--- config.mk ---
export PLATFORM = sky130hd
export DESIGN_NAME = adc_control_input_select
export DESIGN_NICKNAME = d
export VERILOG_FILES = /design/src/adc_ctrl_pkg.sv /design/src/adc_control_input_select.sv
export SDC_FILE = /design/constraint.sdc
export NUM_CORES = 1
export LEC_CHECK = 0
export BUFFER_PORTS_ARGS = -buffer_cell sky130_fd_sc_hd__buf_2
export CORE_MARGIN = 2
export CORE_UTILIZATION = 49
export DETAILED_ROUTE_END_ITERATION = 6
export PLACE_DENSITY = 0.83
export RECOVER_POWER = 25
export SYNTH_ARGS = -nofsm -noshare
export SYNTH_HDL_FRONTEND = slang
export SYNTH_SLANG_ARGS = --single-unit
--- constraint.sdc ---
create_clock -name ref_clk_in -period 2.7 [get_ports ref_clk_in]
set_input_delay 0.405 -clock ref_clk_in [delete_from_list [all_inputs] [get_ports ref_clk_in]]
set_output_delay 0.405 -clock ref_clk_in [all_outputs]
set_load 0.1 [all_outputs]
--- src/adc_ctrl_pkg.sv ---
// Package for the A/D converter control block: register map, fields, timing.
// Assumes a single 40 MHz system clock and an AXI4-Lite register bus.
package adc_ctrl_pkg;
  localparam logic [3:0] OFF_START_STATUS = 4'h0;
  localparam logic [3:0] OFF_SRC_REF_CLK = 4'h4;
  localparam logic [3:0] OFF_RESULT_LOW = 4'h8;
  localparam logic [3:0] OFF_RESULT_HIGH = 4'hC;
  localparam logic [3:0] OFF_PIN_FUNC = 4'h0;
  localparam int BIT_START = 7;
  localparam int BIT_BUSY = 6;
  localparam int BIT_POWER = 5;
  localparam int BIT_FORMAT = 4;
  localparam logic [7:0] CTRL_WR_MASK = 8'hB3;
  localparam logic [7:0] CTRL_RESET = 8'h00;
  localparam logic [7:0] SRC_RESET = 8'h00;
  localparam logic [3:0] PIN_RESET = 4'h0;
  localparam logic [2:0] SRC_BANDGAP = 3'h1;
  localparam logic [2:0] SRC_GND_LO = 3'h2;
  localparam logic [2:0] SRC_GND_HI = 3'h4;
  localparam logic [1:0] REF_SUPPLY = 2'h1;
  localparam logic [4:0] CONV_CLOCKS = 5'h10;
  localparam logic [1:0] AXI_OKAY = 2'h0;
  localparam logic [1:0] AXI_SLVERR = 2'h2;

  typedef enum logic [2:0] {
    SRC_EXT = 3'b001,
    SRC_BG = 3'b010,
    SRC_GND = 3'b100
  } src_route_t;

  typedef struct packed {
    logic [2:0] input_source_select;
    logic [1:0] reference_select;
    logic [2:0] conv_clock_divider_select;
  } src_ref_clk_t;

  typedef struct packed {
    src_route_t route;
    logic [1:0] ext_channel_select;
    logic ref_from_supply;
    logic power_on;
  } analog_ctrl_t;
endpackage : adc_ctrl_pkg

--- src/adc_control_input_select.sv ---
// A/D converter control: start/busy sequencing, clock divider, source mux,
// result justification and analog pin ownership, behind an AXI4-Lite slave.
// Assumes the analog core returns a 12-bit result valid at conversion end.
//
// Added by the designer: the AXI4-Lite register port and the placing of the registers.
`timescale 1ns/1ps
module adc_control_input_select
  import adc_ctrl_pkg::*;
#(
  parameter int NUM_CH = 4
) (
  input wire logic ref_clk_in,
  input wire logic rst_in,
  input wire logic [3:0] s_axi_awaddr,
  input wire logic s_axi_awvalid,
  output logic s_axi_awready,
  input wire logic [31:0] s_axi_wdata,
  input wire logic [3:0] s_axi_wstrb,
  input wire logic s_axi_wvalid,
  output logic s_axi_wready,
  output logic [1:0] s_axi_bresp,
  output logic s_axi_bvalid,
  input wire logic s_axi_bready,
  input wire logic [3:0] s_axi_araddr,
  input wire logic s_axi_arvalid,
  output logic s_axi_arready,
  output logic [31:0] s_axi_rdata,
  output logic [1:0] s_axi_rresp,
  output logic s_axi_rvalid,
  input wire logic s_axi_rready,
  input wire logic [NUM_CH-1:0] pin_function_select_in,
  input wire logic [NUM_CH-1:0] port_output_enable_in,
  input wire logic [NUM_CH-1:0] pullup_enable_in,
  input wire logic [11:0] core_result_in,
  output analog_ctrl_t analog_ctrl_out,
  output logic [NUM_CH-1:0] pin_analog_select_out,
  output logic [NUM_CH-1:0] pin_output_enable_out,
  output logic [NUM_CH-1:0] pin_pullup_enable_out,
  output logic conv_clock_en_out,
  output logic sample_out,
  output logic conv_done_irq_out
);
  logic [7:0] ctrl_r;
  src_ref_clk_t src_r;
  logic busy_r;
  logic [4:0] tick_cnt_r;
  logic [6:0] div_cnt_r;
  logic [7:0] res_low_r;
  logic [7:0] res_high_r;
  logic done_r;
  logic aw_held_r;
  logic w_held_r;
  logic [3:0] awaddr_r;
  logic [7:0] wdata_r;
  logic wstrb0_r;
  logic div_tick;
  logic launch;
  logic finish;
  logic do_write;
  logic [6:0] div_max;
  logic [15:0] justified;

  // Bus write: address and data are caught independently, either order
  assign s_axi_awready = !aw_held_r && !s_axi_bvalid;
  assign s_axi_wready = !w_held_r && !s_axi_bvalid;
  assign do_write = aw_held_r && w_held_r && !s_axi_bvalid;

  always_ff @(posedge ref_clk_in or posedge rst_in) begin
    if (rst_in) begin
      aw_held_r <= 1'b0;
      w_held_r <= 1'b0;
      awaddr_r <= 4'h0;
      wdata_r <= 8'h00;
      wstrb0_r <= 1'b0;
      s_axi_bvalid <= 1'b0;
      s_axi_bresp <= AXI_OKAY;
    end else begin
      if (s_axi_awvalid && s_axi_awready) begin
        aw_held_r <= 1'b1;
        awaddr_r <= s_axi_awaddr;
      end
      if (s_axi_wvalid && s_axi_wready) begin
        w_held_r <= 1'b1;
        wdata_r <= s_axi_wdata[7:0];
        wstrb0_r <= s_axi_wstrb[0];
      end
      if (do_write) begin
        aw_held_r <= 1'b0;
        w_held_r <= 1'b0;
        s_axi_bvalid <= 1'b1;
        s_axi_bresp <= (awaddr_r == OFF_START_STATUS || awaddr_r == OFF_SRC_REF_CLK ||
                        awaddr_r == OFF_RESULT_LOW || awaddr_r == OFF_RESULT_HIGH) ?
                       AXI_OKAY : AXI_SLVERR;
      end else if (s_axi_bready) begin
        s_axi_bvalid <= 1'b0;
      end
    end
  end

  // Control registers; busy is hardware-owned and never written
  always_ff @(posedge ref_clk_in or posedge rst_in) begin
    if (rst_in) begin
      ctrl_r <= CTRL_RESET;
      src_r <= SRC_RESET;
    end else if (do_write && wstrb0_r) begin
      if (awaddr_r == OFF_START_STATUS) begin
        ctrl_r <= wdata_r & CTRL_WR_MASK;
      end
      if (awaddr_r == OFF_SRC_REF_CLK) begin
        src_r <= wdata_r;
      end
    end
  end

  // Launch on the falling write of start after it was high; power must be on
  assign launch = ctrl_r[BIT_START] && do_write && wstrb0_r &&
                  awaddr_r == OFF_START_STATUS && !wdata_r[BIT_START] &&
                  wdata_r[BIT_POWER] && !busy_r;

  // Divider: count reloads at the selected ratio minus one
  assign div_max = 7'((8'h01 << src_r.conv_clock_divider_select) - 8'h01);
  assign div_tick = (div_cnt_r >= div_max);

  always_ff @(posedge ref_clk_in or posedge rst_in) begin
    if (rst_in) begin
      div_cnt_r <= 7'h00;
    end else if (div_tick || launch) begin
      div_cnt_r <= 7'h00;
    end else begin
      div_cnt_r <= div_cnt_r + 7'h01;
    end
  end

  // Power loss abandons the conversion: no result update and no request
  assign finish = busy_r && ctrl_r[BIT_POWER] && div_tick &&
                  tick_cnt_r == CONV_CLOCKS - 5'h01;

  always_ff @(posedge ref_clk_in or posedge rst_in) begin
    if (rst_in) begin
      busy_r <= 1'b0;
      tick_cnt_r <= 5'h00;
    end else if (launch) begin
      busy_r <= 1'b1;
      tick_cnt_r <= 5'h00;
    end else if (!ctrl_r[BIT_POWER]) begin
      busy_r <= 1'b0;
    end else if (finish) begin
      busy_r <= 1'b0;
    end else if (busy_r && div_tick) begin
      tick_cnt_r <= tick_cnt_r + 5'h01;
    end
  end

  assign justified = ctrl_r[BIT_FORMAT] ? {4'h0, core_result_in} :
                     {core_result_in, 4'h0};

  always_ff @(posedge ref_clk_in or posedge rst_in) begin
    if (rst_in) begin
      res_low_r <= 8'h00;
      res_high_r <= 8'h00;
      done_r <= 1'b0;
    end else begin
      done_r <= finish;
      if (finish) begin
        res_low_r <= justified[7:0];
        res_high_r <= justified[15:8];
      end
    end
  end

  // Read channel
  assign s_axi_arready = !s_axi_rvalid;
  always_ff @(posedge ref_clk_in or posedge rst_in) begin
    if (rst_in) begin
      s_axi_rvalid <= 1'b0;
      s_axi_rdata <= 32'h0000_0000;
      s_axi_rresp <= AXI_OKAY;
    end else if (s_axi_arvalid && s_axi_arready) begin
      s_axi_rvalid <= 1'b1;
      s_axi_rresp <= AXI_OKAY;
      case (s_axi_araddr)
        OFF_START_STATUS: s_axi_rdata <= {24'h0, ctrl_r[BIT_START], busy_r, ctrl_r[BIT_POWER:0]};
        OFF_SRC_REF_CLK: s_axi_rdata <= {24'h0, src_r};
        OFF_RESULT_LOW: s_axi_rdata <= {24'h0, res_low_r};
        OFF_RESULT_HIGH: s_axi_rdata <= {24'h0, res_high_r};
        default: begin
          s_axi_rdata <= 32'h0000_0000;
          s_axi_rresp <= AXI_SLVERR;
        end
      endcase
    end else if (s_axi_rready) begin
      s_axi_rvalid <= 1'b0;
    end
  end

  // Source routing: one-hot, so only one source reaches the converter
  always_comb begin
    analog_ctrl_out.route = SRC_EXT;
    if (src_r.input_source_select == SRC_BANDGAP) begin
      analog_ctrl_out.route = SRC_BG;
    end else if (src_r.input_source_select >= SRC_GND_LO &&
                 src_r.input_source_select <= SRC_GND_HI) begin
      analog_ctrl_out.route = SRC_GND;
    end
    analog_ctrl_out.ext_channel_select = ctrl_r[1:0];
    analog_ctrl_out.ref_from_supply = (src_r.reference_select == REF_SUPPLY);
    analog_ctrl_out.power_on = ctrl_r[BIT_POWER];
  end

  assign conv_clock_en_out = busy_r && div_tick;
  assign sample_out = busy_r;
  assign conv_done_irq_out = done_r;

  genvar g;
  generate
    for (g = 0; g < NUM_CH; g++) begin : g_pin
      assign pin_analog_select_out[g] = pin_function_select_in[g];
      assign pin_output_enable_out[g] = port_output_enable_in[g] &&
                                        !pin_function_select_in[g];
      assign pin_pullup_enable_out[g] = pullup_enable_in[g] &&
                                        !pin_function_select_in[g];
    end
  endgenerate
endmodule : adc_control_input_select

* Word-level counts from Yosys, hierarchy flattened
Cells that the tools add are included.
** Storage, ports and cells
- Register bits :: 96
- Output and inout port bits :: 63
- Input port bits :: 75
- Word-level logic and storage cells :: 113
** Operators by class
- Order comparisons :: 3
- Muxes and demuxes :: 22
- Reductions and logical operators :: 53
- Shift operators :: 1
- $add $sub $neg :: 3
- Eq/ne operators :: 11
** Operators by type and width (count)
- $pmux 8 s4 :: 1
- $logic_and 1x1->1 :: 27
- $mux 5 :: 4
- $eq 4x4->1 const B :: 4
- $mux 16 :: 1
- $reduce_bool 2->1 :: 6
- $mux 1 :: 11
- $logic_not 1->1 :: 10
- $eq 4x3->1 const B :: 2
- $logic_not 4->1 :: 2
- $add 7x1->7 const B :: 1
- $ge 7x7->1 :: 1
- $mux 7 :: 1
- $shl 1x3->7 const A :: 1
- $sub 7x1->7 const B :: 1
- $mux 3 :: 2
- $add 5x1->5 const B :: 1
- $eq 5x4->1 const B :: 1
- $logic_or 1x1->1 :: 4
- $mux 2 :: 2
- $reduce_and 2->1 :: 2
- $reduce_or 4->1 :: 1
- $eq 3x1->1 const B :: 1
- $ge 3x2->1 const B :: 1
- other kinds (5) :: 5

* Depth between registers and ports, before layout
Gate-level depths: netlist of run 1.
- Depth in word-level cells :: 10
- Depth in mapped cells :: 8
- Mapped depth without buffers :: 8

* Worst setup path before layout of run 1
OpenSTA, ideal clock, no wires.
- Path type :: reg-to-output
- Start point :: reg src_r[7] in the netlist's numbering
- End point :: out analog_ctrl_out[4] in the netlist's numbering
- Arrival :: 4.016 ns
- Stages on the path, launching flop included :: 3
- Setup slack :: -1.721 ns
- Data required time :: 2.295 ns
- Buffers on the path :: 0
- Cells stage by stage :: dfrtp_1 -> nor3b_1 -> nor2_1
** RTL lines
- start: declaration :: line adc_control_input_select.sv:44 : src_ref_clk_t src_r;
- start signal: assignment :: line adc_control_input_select.sv:110 : src_r <= wdata_r;
- end: declaration :: line adc_control_input_select.sv:35 : output analog_ctrl_t analog_ctrl_out,

* Final worst setup path of run 1
- Start point :: reg src_r[1] in the netlist's numbering
- End point :: out conv_clock_en_out
** On the way
- Word-level cells in the longest chain between the ends :: 4
** RTL lines
- $shl 1x3->7 :: line adc_control_input_select.sv:121 : assign div_max = 7'((8'h01 << src_r.conv_clock_divider_select) - 8'h01);
- $sub 7x1->7 :: line adc_control_input_select.sv:121
- $ge 7x7->1 :: line adc_control_input_select.sv:122 : assign div_tick = (div_cnt_r >= div_max);
- $logic_and 1x1->1 :: line adc_control_input_select.sv:210 : assign conv_clock_en_out = busy_r && div_tick;
- end: declaration :: line adc_control_input_select.sv:39 : output logic conv_clock_en_out,
No other way between the ends.

==> results of run 1 <==
sequential cells by signal, summed over array words and instances, names as in the netlist, 4 cells and up:
name,flops
wdata_r,8
awaddr_r,4
s_axi_rdata,8
ctrl_r,5
tick_cnt_r,5
res_low_r,8
src_r,8
res_high_r,8
div_cnt_r,7
layer usage:
layer | GRT usage (%) | share of wire (%) | vias to the layer above
li1 | - | - | 1167
met1 | 25.1 | 42 | 1219
met2 | 31.3 | 49 | 118
met3 | 5.26 | 7.7 | 14
met4 | 7.56 | 1.8 | 0
met5 | 0 | 0 | -
kinds of logic after synthesis:
family | synth area share, %
DFF | 48.0
and+or+nand+nor | 11.2
muxes | 19.5
buffers and inverters | 8.60
AOI/OAI and AO/OA | 8.02
adders and majority gates | 3.43
xor gates and xnor gates | 1.20
other | 0.103
worst max-delay path: stages, from the launching register on:
cell and delay (ps):
dfrtp_1 370, or3_1 380, ha_1 280, nand2b_4 150, a2111oi_4 330, o31ai_4 140, and2_4 190, buf_12 160
power breakdown:
part,leakage (nW),switching (mW),total (mW),internal (mW)
Sequential,0.926,0.249,1.53,1.28
Combinational,1.19,1.52,2.23,0.717
Clock,0.126,0.396,1.03,0.637
Total,2.25,2.16,4.79,2.63
cell usage in the layout, fill, tap and decap left out, types with 2 or more instances in the layout:
master     netlist  final
a21o_1           3      3
a21oi_1          3      3
a22o_1          11     11
a32o_1           7      7
and3_1           3      3
buf_2            1     83
buf_4           33      9
bufinv_16        0      3
clkbuf_8         0     10
clkinv_2         0      2
conb_1           1     26
dfrtp_1         70     70
ha_1            10     10
inv_1            9      9
mux2_2          36     36
mux2_4           8      8
mux2i_1          5      5
mux4_2           6      6
nand2_1         15     15
nand2b_4         2      2
nand3_1          6      6
nand4_4          2      2
nor2_1          19     18
nor2b_1         12     12
nor3_1           2      2
o21a_1           2      2
o21ai_0          5      5
xnor2_1          3      3
xor2_1           2      2
worst max-delay path by stage:
stage	from	endpoint
6_report	src_r[1]	conv_clock_en_out
5_1_grt	src_r[1]	conv_clock_en_out
4_1_cts	src_r[1]	conv_clock_en_out
3_5_place_dp	src_r[0]	conv_clock_en_out
3_3_place_gp	src_r[0]	conv_clock_en_out
2_1_floorplan	src_r[7]	analog_ctrl_out[4]
layout make-up:
cell class	count	area [um^2]
repair buffers	94	508
well taps	99	124
clock inverters	6	109
clock buffers	10	138
inverters	10	42.5
fillers	574	2880
multi-input cells	199	1700
flip-flops and latches	70	1750
timing repair:
item | in CTS | in global routing
setup buffers | 3 | 0
pin swaps | 3 | 0
setup endpoints to repair | 1 | 1
hold buffers | 0 | 0
==> summary.md, run 1 <==
| Metric | Value |
|---|---|
| P&R area growth vs syn | `19.8%` |
| Worst Slack Setup Final | `-53.7 ps` |
| Failing checks | `setup timing` |
| Die Span Y | `90.3 um` |
| Period minus WS final | `2750 ps` |
| Unique cell type count in the Yosys netlist | `38` |
| Synth Flop Type | `dfrtp_1` |
| Starting Density | `50.3%` |
| Yosys warns | `0` |
| Vias in the first global route | `~2500` |
| PwrDens | `around 1100 nW/um^2` |
| R2R setup slack | `approximately 220 ps` |
| DR vias | `2518` |
| Place WS | `153 ps` |
| Post-cts sizing count | `0` |
| Setup Viol. Count Final | `1` |
| Crit path max fanout | `2` |
| Initial antenna violation count | `0` |
| Final slew viol count | `0` |
| Most frequent cell after synthesis | `dfrtp_1` |
| Post-synth ARST share | `100%` |
| Via/cell ratio | `a little over 5` |
| CTS root buffer | `clkbuf_8` |
| Post-layout net count | `~470` |
| Worst slew pin tran | `1210 ps` |
| Clock sink total | `70` |
| CTS Buffer Depth | `2` |
| Core box area | `approximately 7300 um^2` |
| Ant diodes | `0` |
| Die W | `between 90 and 100 um` |
| CTS Buf Count | `9` |
| Final worst path period share | `102%` |
| DP Area | `about 4100 um^2` |
| Gpl congestion | `about 0.8` |
| Pin count of the biggest net entering global routing | `41` |
| Skew final | `11.3 ps` |
| Detailed Routing Iterations Pass 1 | `4` |
| Row count | `31` |
| Slew headroom | `19.3%` |
| Crit end category | `output pin` |
| Setup TNS | `-53.7 ps` |
| Clk slew on worst S/H paths | `approximately 70 ps` |
| Number of DRC markers in iteration 0 | `185` |
| Post-DP HPWL | `between 5000 and 6000 um` |
| Max VDD drop | `around 1.1 mV` |
| Hold Path Depth | `2` |
| # DRC | `0` |
| Max-cap check violation count | `0` |
| FF+latch count, synth | `70` |
| Worst Path Required | `around 2300 ps` |
| H-tree levels | `3` |
| Synth cell count leaders | `dfrtp_1 (70), mux2_2 (36), buf_4 (33), nor2_1 (19), nand2_1 (15)` |
| Largest cells by area after synthesis | `dfrtp_1 (48%), mux2_2 (11%), buf_4 (6.8%), mux4_2 (3.7%), ha_1 (3.4%)` |
| Unrepaired setup endpoints after global routing | `yes` |
| Finished Layout Cells | `488` |
| Mapped Cells | `293` |
| Final WL | `7480 um` |
| Hold endpoint | `s_axi_rvalid` |
| P_leak | `~2.2 nW` |
| CTS tree | `yes` |
| Die area | `8160 um^2` |
| RR Endpoint | `res_low_r[7]` |
| Final hold slack | `241 ps` |
| Area share of the largest cell type after synthesis | `48.0%` |
| Sequential-to-total area share from yosys stat | `between 40% and 50%` |
| Critical path class | `flop to output pin` |
| Worst hold start | `s_axi_rready` |
| Status | `complete, but fails checks` |
| GRT overflow | `0` |
| First-pass GRT wire length | `12200 um` |
| GRT Total Usage | `19.4%` |
| Finished Core Util | `60.3%` |
| WP data arrival | `2350 ps` |
| I/O pin cnt | `138` |
| Syn_area_per_cell | `12.5 um^2` |
| Min-delay worst type | `input port to flop` |
| Ratio of cells with drive above 1 in the final layout | `about 44%` |
| Antenna Nets Post-Route | `0` |
| Clock latency at the later pin of the worst-skew pair | `350 ps` |
| Post-synth EDFFs | `0` |
| Synth Cell Area | `3650 um^2` |
| Total power draw | `4.79 mW` |
| CP Launch Type | `flop` |
| Reg2reg start | `src_r[1]` |
| Fin area | `~4400 um^2` |
| Final hold violation count | `0` |
| WL per Instance | `15.3 um` |
| # port buffers | `84` |
| Highest clock rate | `~360 MHz` |
| Synth area leader | `dfrtp_1` |
| DP Cell Count | `469` |
| R2R depth | `9` |
Note: power is estimated with default switching activity, not from simulation.
==> run 2, diff against run 1 <==
--- a/config.mk
+++ b/config.mk
@@ -7,9 +7,9 @@
 export LEC_CHECK = 0
 export BUFFER_PORTS_ARGS = -buffer_cell sky130_fd_sc_hd__buf_2
 export CORE_MARGIN = 2
-export CORE_UTILIZATION = 49
+export CORE_UTILIZATION = 45
 export DETAILED_ROUTE_END_ITERATION = 6
-export PLACE_DENSITY = 0.83
+export PLACE_DENSITY = 0.8
 export RECOVER_POWER = 25
 export SYNTH_ARGS = -nofsm -noshare
 export SYNTH_HDL_FRONTEND = slang
==> constraint.sdc (replaced) <==
create_clock -name ref_clk_in -period 2.25 [get_ports ref_clk_in]
set_input_delay 0.3375 -clock ref_clk_in [delete_from_list [all_inputs] [get_ports ref_clk_in]]
set_output_delay 0.3375 -clock ref_clk_in [all_outputs]
set_load 0.1 [all_outputs]
==> summary.md, run 2 (synthesis results as in run 1) <==
| Metric | Value |
|---|---|
| Status | `complete, but fails checks (unchanged)` |
| Failing checks | `setup timing (unchanged)` |
| Crit end category | `output pin (unchanged)` |
| PwrDens | `1330 nW/um^2 (was 1100 nW/um^2)` |
| Final worst path period share | `118%` |
| GRT Total Usage | `17.8% (was 19.4%)` |
| Pin count of the biggest net entering global routing | `48 (was 41)` |
| DP Cell Count | `475 (was 469)` |
| Clk slew on worst S/H paths | `80 ps (was 70 ps)` |
| Slew headroom | `23.3% (was 19.3%)` |
| GRT overflow | `0 (unchanged)` |
| Fillers | `641 (was 574)` |
| Die Span Y | `94.1 um (was 90.3 um)` |
| Final WL | `7520 um (was 7480 um)` |
| Core box area | `7810 um^2 (was 7250 um^2)` |
| Starting Density | `46.8% (was 50.3%)` |
| Post-DP HPWL | `5630 um (was 5540 um)` |
| Clock sink total | `70 (unchanged)` |
| Via/cell ratio | `5.14 (was 5.16)` |
| Antenna Nets Post-Route | `0 (unchanged)` |
| CTS tree | `yes (unchanged)` |
| Most frequent cells in the layout | `buf_2 (83), dfrtp_1 (68), mux2_2 (36), conb_1 (26) (was buf_2 (83), dfrtp_1 (70), mux2_2 (36), conb_1 (26), nor2_1 (18))` |
| Ratio of cells with drive above 1 in the final layout | `47.8% (was 44.5%)` |
| CTS root buffer | `clkbuf_8 (unchanged)` |
| Hold_buf cts | `0 (unchanged)` |
| Vias in the first global route | `2444 (was 2484)` |
| Die W | `94.1 um (was 90.3 um)` |
| P&R area growth vs syn | `22.1% (was 19.8%)` |
| H-tree levels | `3 (unchanged)` |
| Critical Path Max Stage Delay | `400 ps (was 380 ps)` |
| Gpl congestion | `0.891 (was 0.811)` |
| Worst Path Required | `1910 ps (was 2300 ps)` |
| Area of the multi-input gates | `1750 um^2 (was 1700 um^2)` |
| Initial antenna violation count | `0 (unchanged)` |
| Crit-path cells | `or3_4 -> ha_4 -> nand2b_4 -> a2111oi_4 -> o31ai_4 -> and2_4 -> buf_12 (was or3_1 -> ha_1 -> nand2b_4 -> a2111oi_4 -> o31ai_4 -> and2_4 -> buf_12)` |
| Max-cap check violation count | `0 (unchanged)` |
| Row count | `32 (was 31)` |
| CTS Buffer Depth | `2 (unchanged)` |
| Period minus WS final | `between 2000 and 3000 ps` |
| Max VDD drop | `1.44 mV (was 1.07 mV)` |
| Final hold slack | `144 ps (was 241 ps)` |
| Worst slew pin tran | `1150 ps (was 1210 ps)` |
| DR vias | `2532 (was 2518)` |
| P_leak | `2.26 nW (was 2.25 nW)` |
| Setup Viol. Count Final | `29 (was 1)` |
| CTS Buf Count | `9 (unchanged)` |
| Finished Layout Cells | `493 (was 488)` |
| WL per Instance | `15.3 um (about the same)` |
| CP max-delay cell | `or3_4 (was or3_1)` |
| # DRC | `0 (unchanged)` |
| Critical path class | `flop to output pin (unchanged)` |
| Skew final | `10.2 ps (was 11.3 ps)` |
| Number of DRC markers in iteration 0 | `119 (was 185)` |
| Ant diodes | `0 (unchanged)` |
| Min-delay worst type | `input port to flop (unchanged)` |
| Post-layout net count | `471 (was 469)` |
| Die area | `8850 um^2 (was 8160 um^2)` |
| Commonest non-fill, non-tap cell in the layout | `buf_2 (unchanged)` |
| WP data arrival | `2320 ps (was 2350 ps)` |
| Detailed Routing Iterations Pass 1 | `5 (was 4)` |
| CP Launch Type | `flop (unchanged)` |
| Clock latency at the later pin of the worst-skew pair | `350 ps (about the same)` |
| Crit path max fanout | `2 (unchanged)` |
| Worst Slack Setup Final | `-411 ps (was -53.7 ps)` |
| Final hold violation count | `0 (unchanged)` |
| # port buffers | `84 (unchanged)` |
| Sequential cell area | `1750 um^2 (about the same)` |
| Final slew viol count | `0 (unchanged)` |
| Unrepaired setup endpoints after global routing | `yes (unchanged)` |
| First-pass GRT wire length | `11900 um (was 12200 um)` |
| I/O pin cnt | `138 (unchanged)` |
| Highest clock rate | `376 MHz` |
-- run 2: cell count changes in the layout (fill, tap and decap cells not counted), moves of 2 or more --
cell,previous run,this run
buf_4,9,6
buf_6,0,4
dfrtp_1,70,68
dfrtp_2,0,2
nand3_1,6,4
nand3_2,0,2
nor2_1,18,14
nor2_2,0,4
-- run 2: worst max-delay path: cells and delay by family (launching register included) --
kind / cells / cell delay [ps]
fa+ha+maj: 1 / 210
compound gates: 2 / 490
flops: 1 / 380
buf+inv: 1 / 160
simple gates: 3 / 730
-- run 2: routing by layer --
metal	track usage, %	routed length, um
met4	3.99	53
met1	23.4	3190
met3	6.18	538
met2	28.5	3740
met5	0	0
-- run 2: layout make-up --
| class | count | area share [%] |
|---|---|---|
| well taps | 102 | 2.86 |
| repair buffers | 95 | 11.9 |
| repair inverters | 1 | 0.140 |
| inverters | 10 | 1.09 |
| clock inverters | 7 | 2.72 |
| clock buffers | 9 | 2.78 |
| flip-flops and latches | 70 | 39.3 |
| multi-input cells | 199 | 39.2 |
-- run 2: report_power, final --
group,switching (mW),internal (mW)
logic,1.85,0.996
registers,0.309,1.54
clock network,0.493,0.741
-- run 2: final timing paths --
kind,startpoint,end,slack (ps),depth (start not counted)
max in group asynchronous,rst_in,s_axi_rvalid,390,3
hold reg to reg,s_axi_bresp[1],s_axi_bresp[1],490,2
hold / removal,s_axi_rready,s_axi_rvalid,140,2
setup / recovery,src_r[0],conv_clock_en_out,-410,7
setup reg to reg,src_r[0],res_low_r[7],-200,9
min in group asynchronous,rst_in,aw_held_r,160,2
-- run 2: per-stage QoR --
step | cell area (um^2) | total power, mW | setup TNS (ps) | utilization [%] | worst slack (ps)
global placement | 4160 | 4.44 | -145 | 53.2 | -56.9
detailed placement | 4160 | 4.53 | -558 | 53.2 | -91.0
finish | 4460 | 5.93 | -3090 | 57.1 | -411
CTS | 4450 | 5.99 | -4530 | 57.0 | -429
global route | 4460 | 6.22 | -5940 | 57.1 | -508
floorplan | 3790 | 4.06 | -1100 | - | -160
-- run 2: repair_timing --
action,CTS,global route
setup endpoints to repair,20,31
hold endpoints to repair,0,0
gates cloned,0,1
pin swaps,12,2
setup buffers,2,0
gates resized for setup,9,5
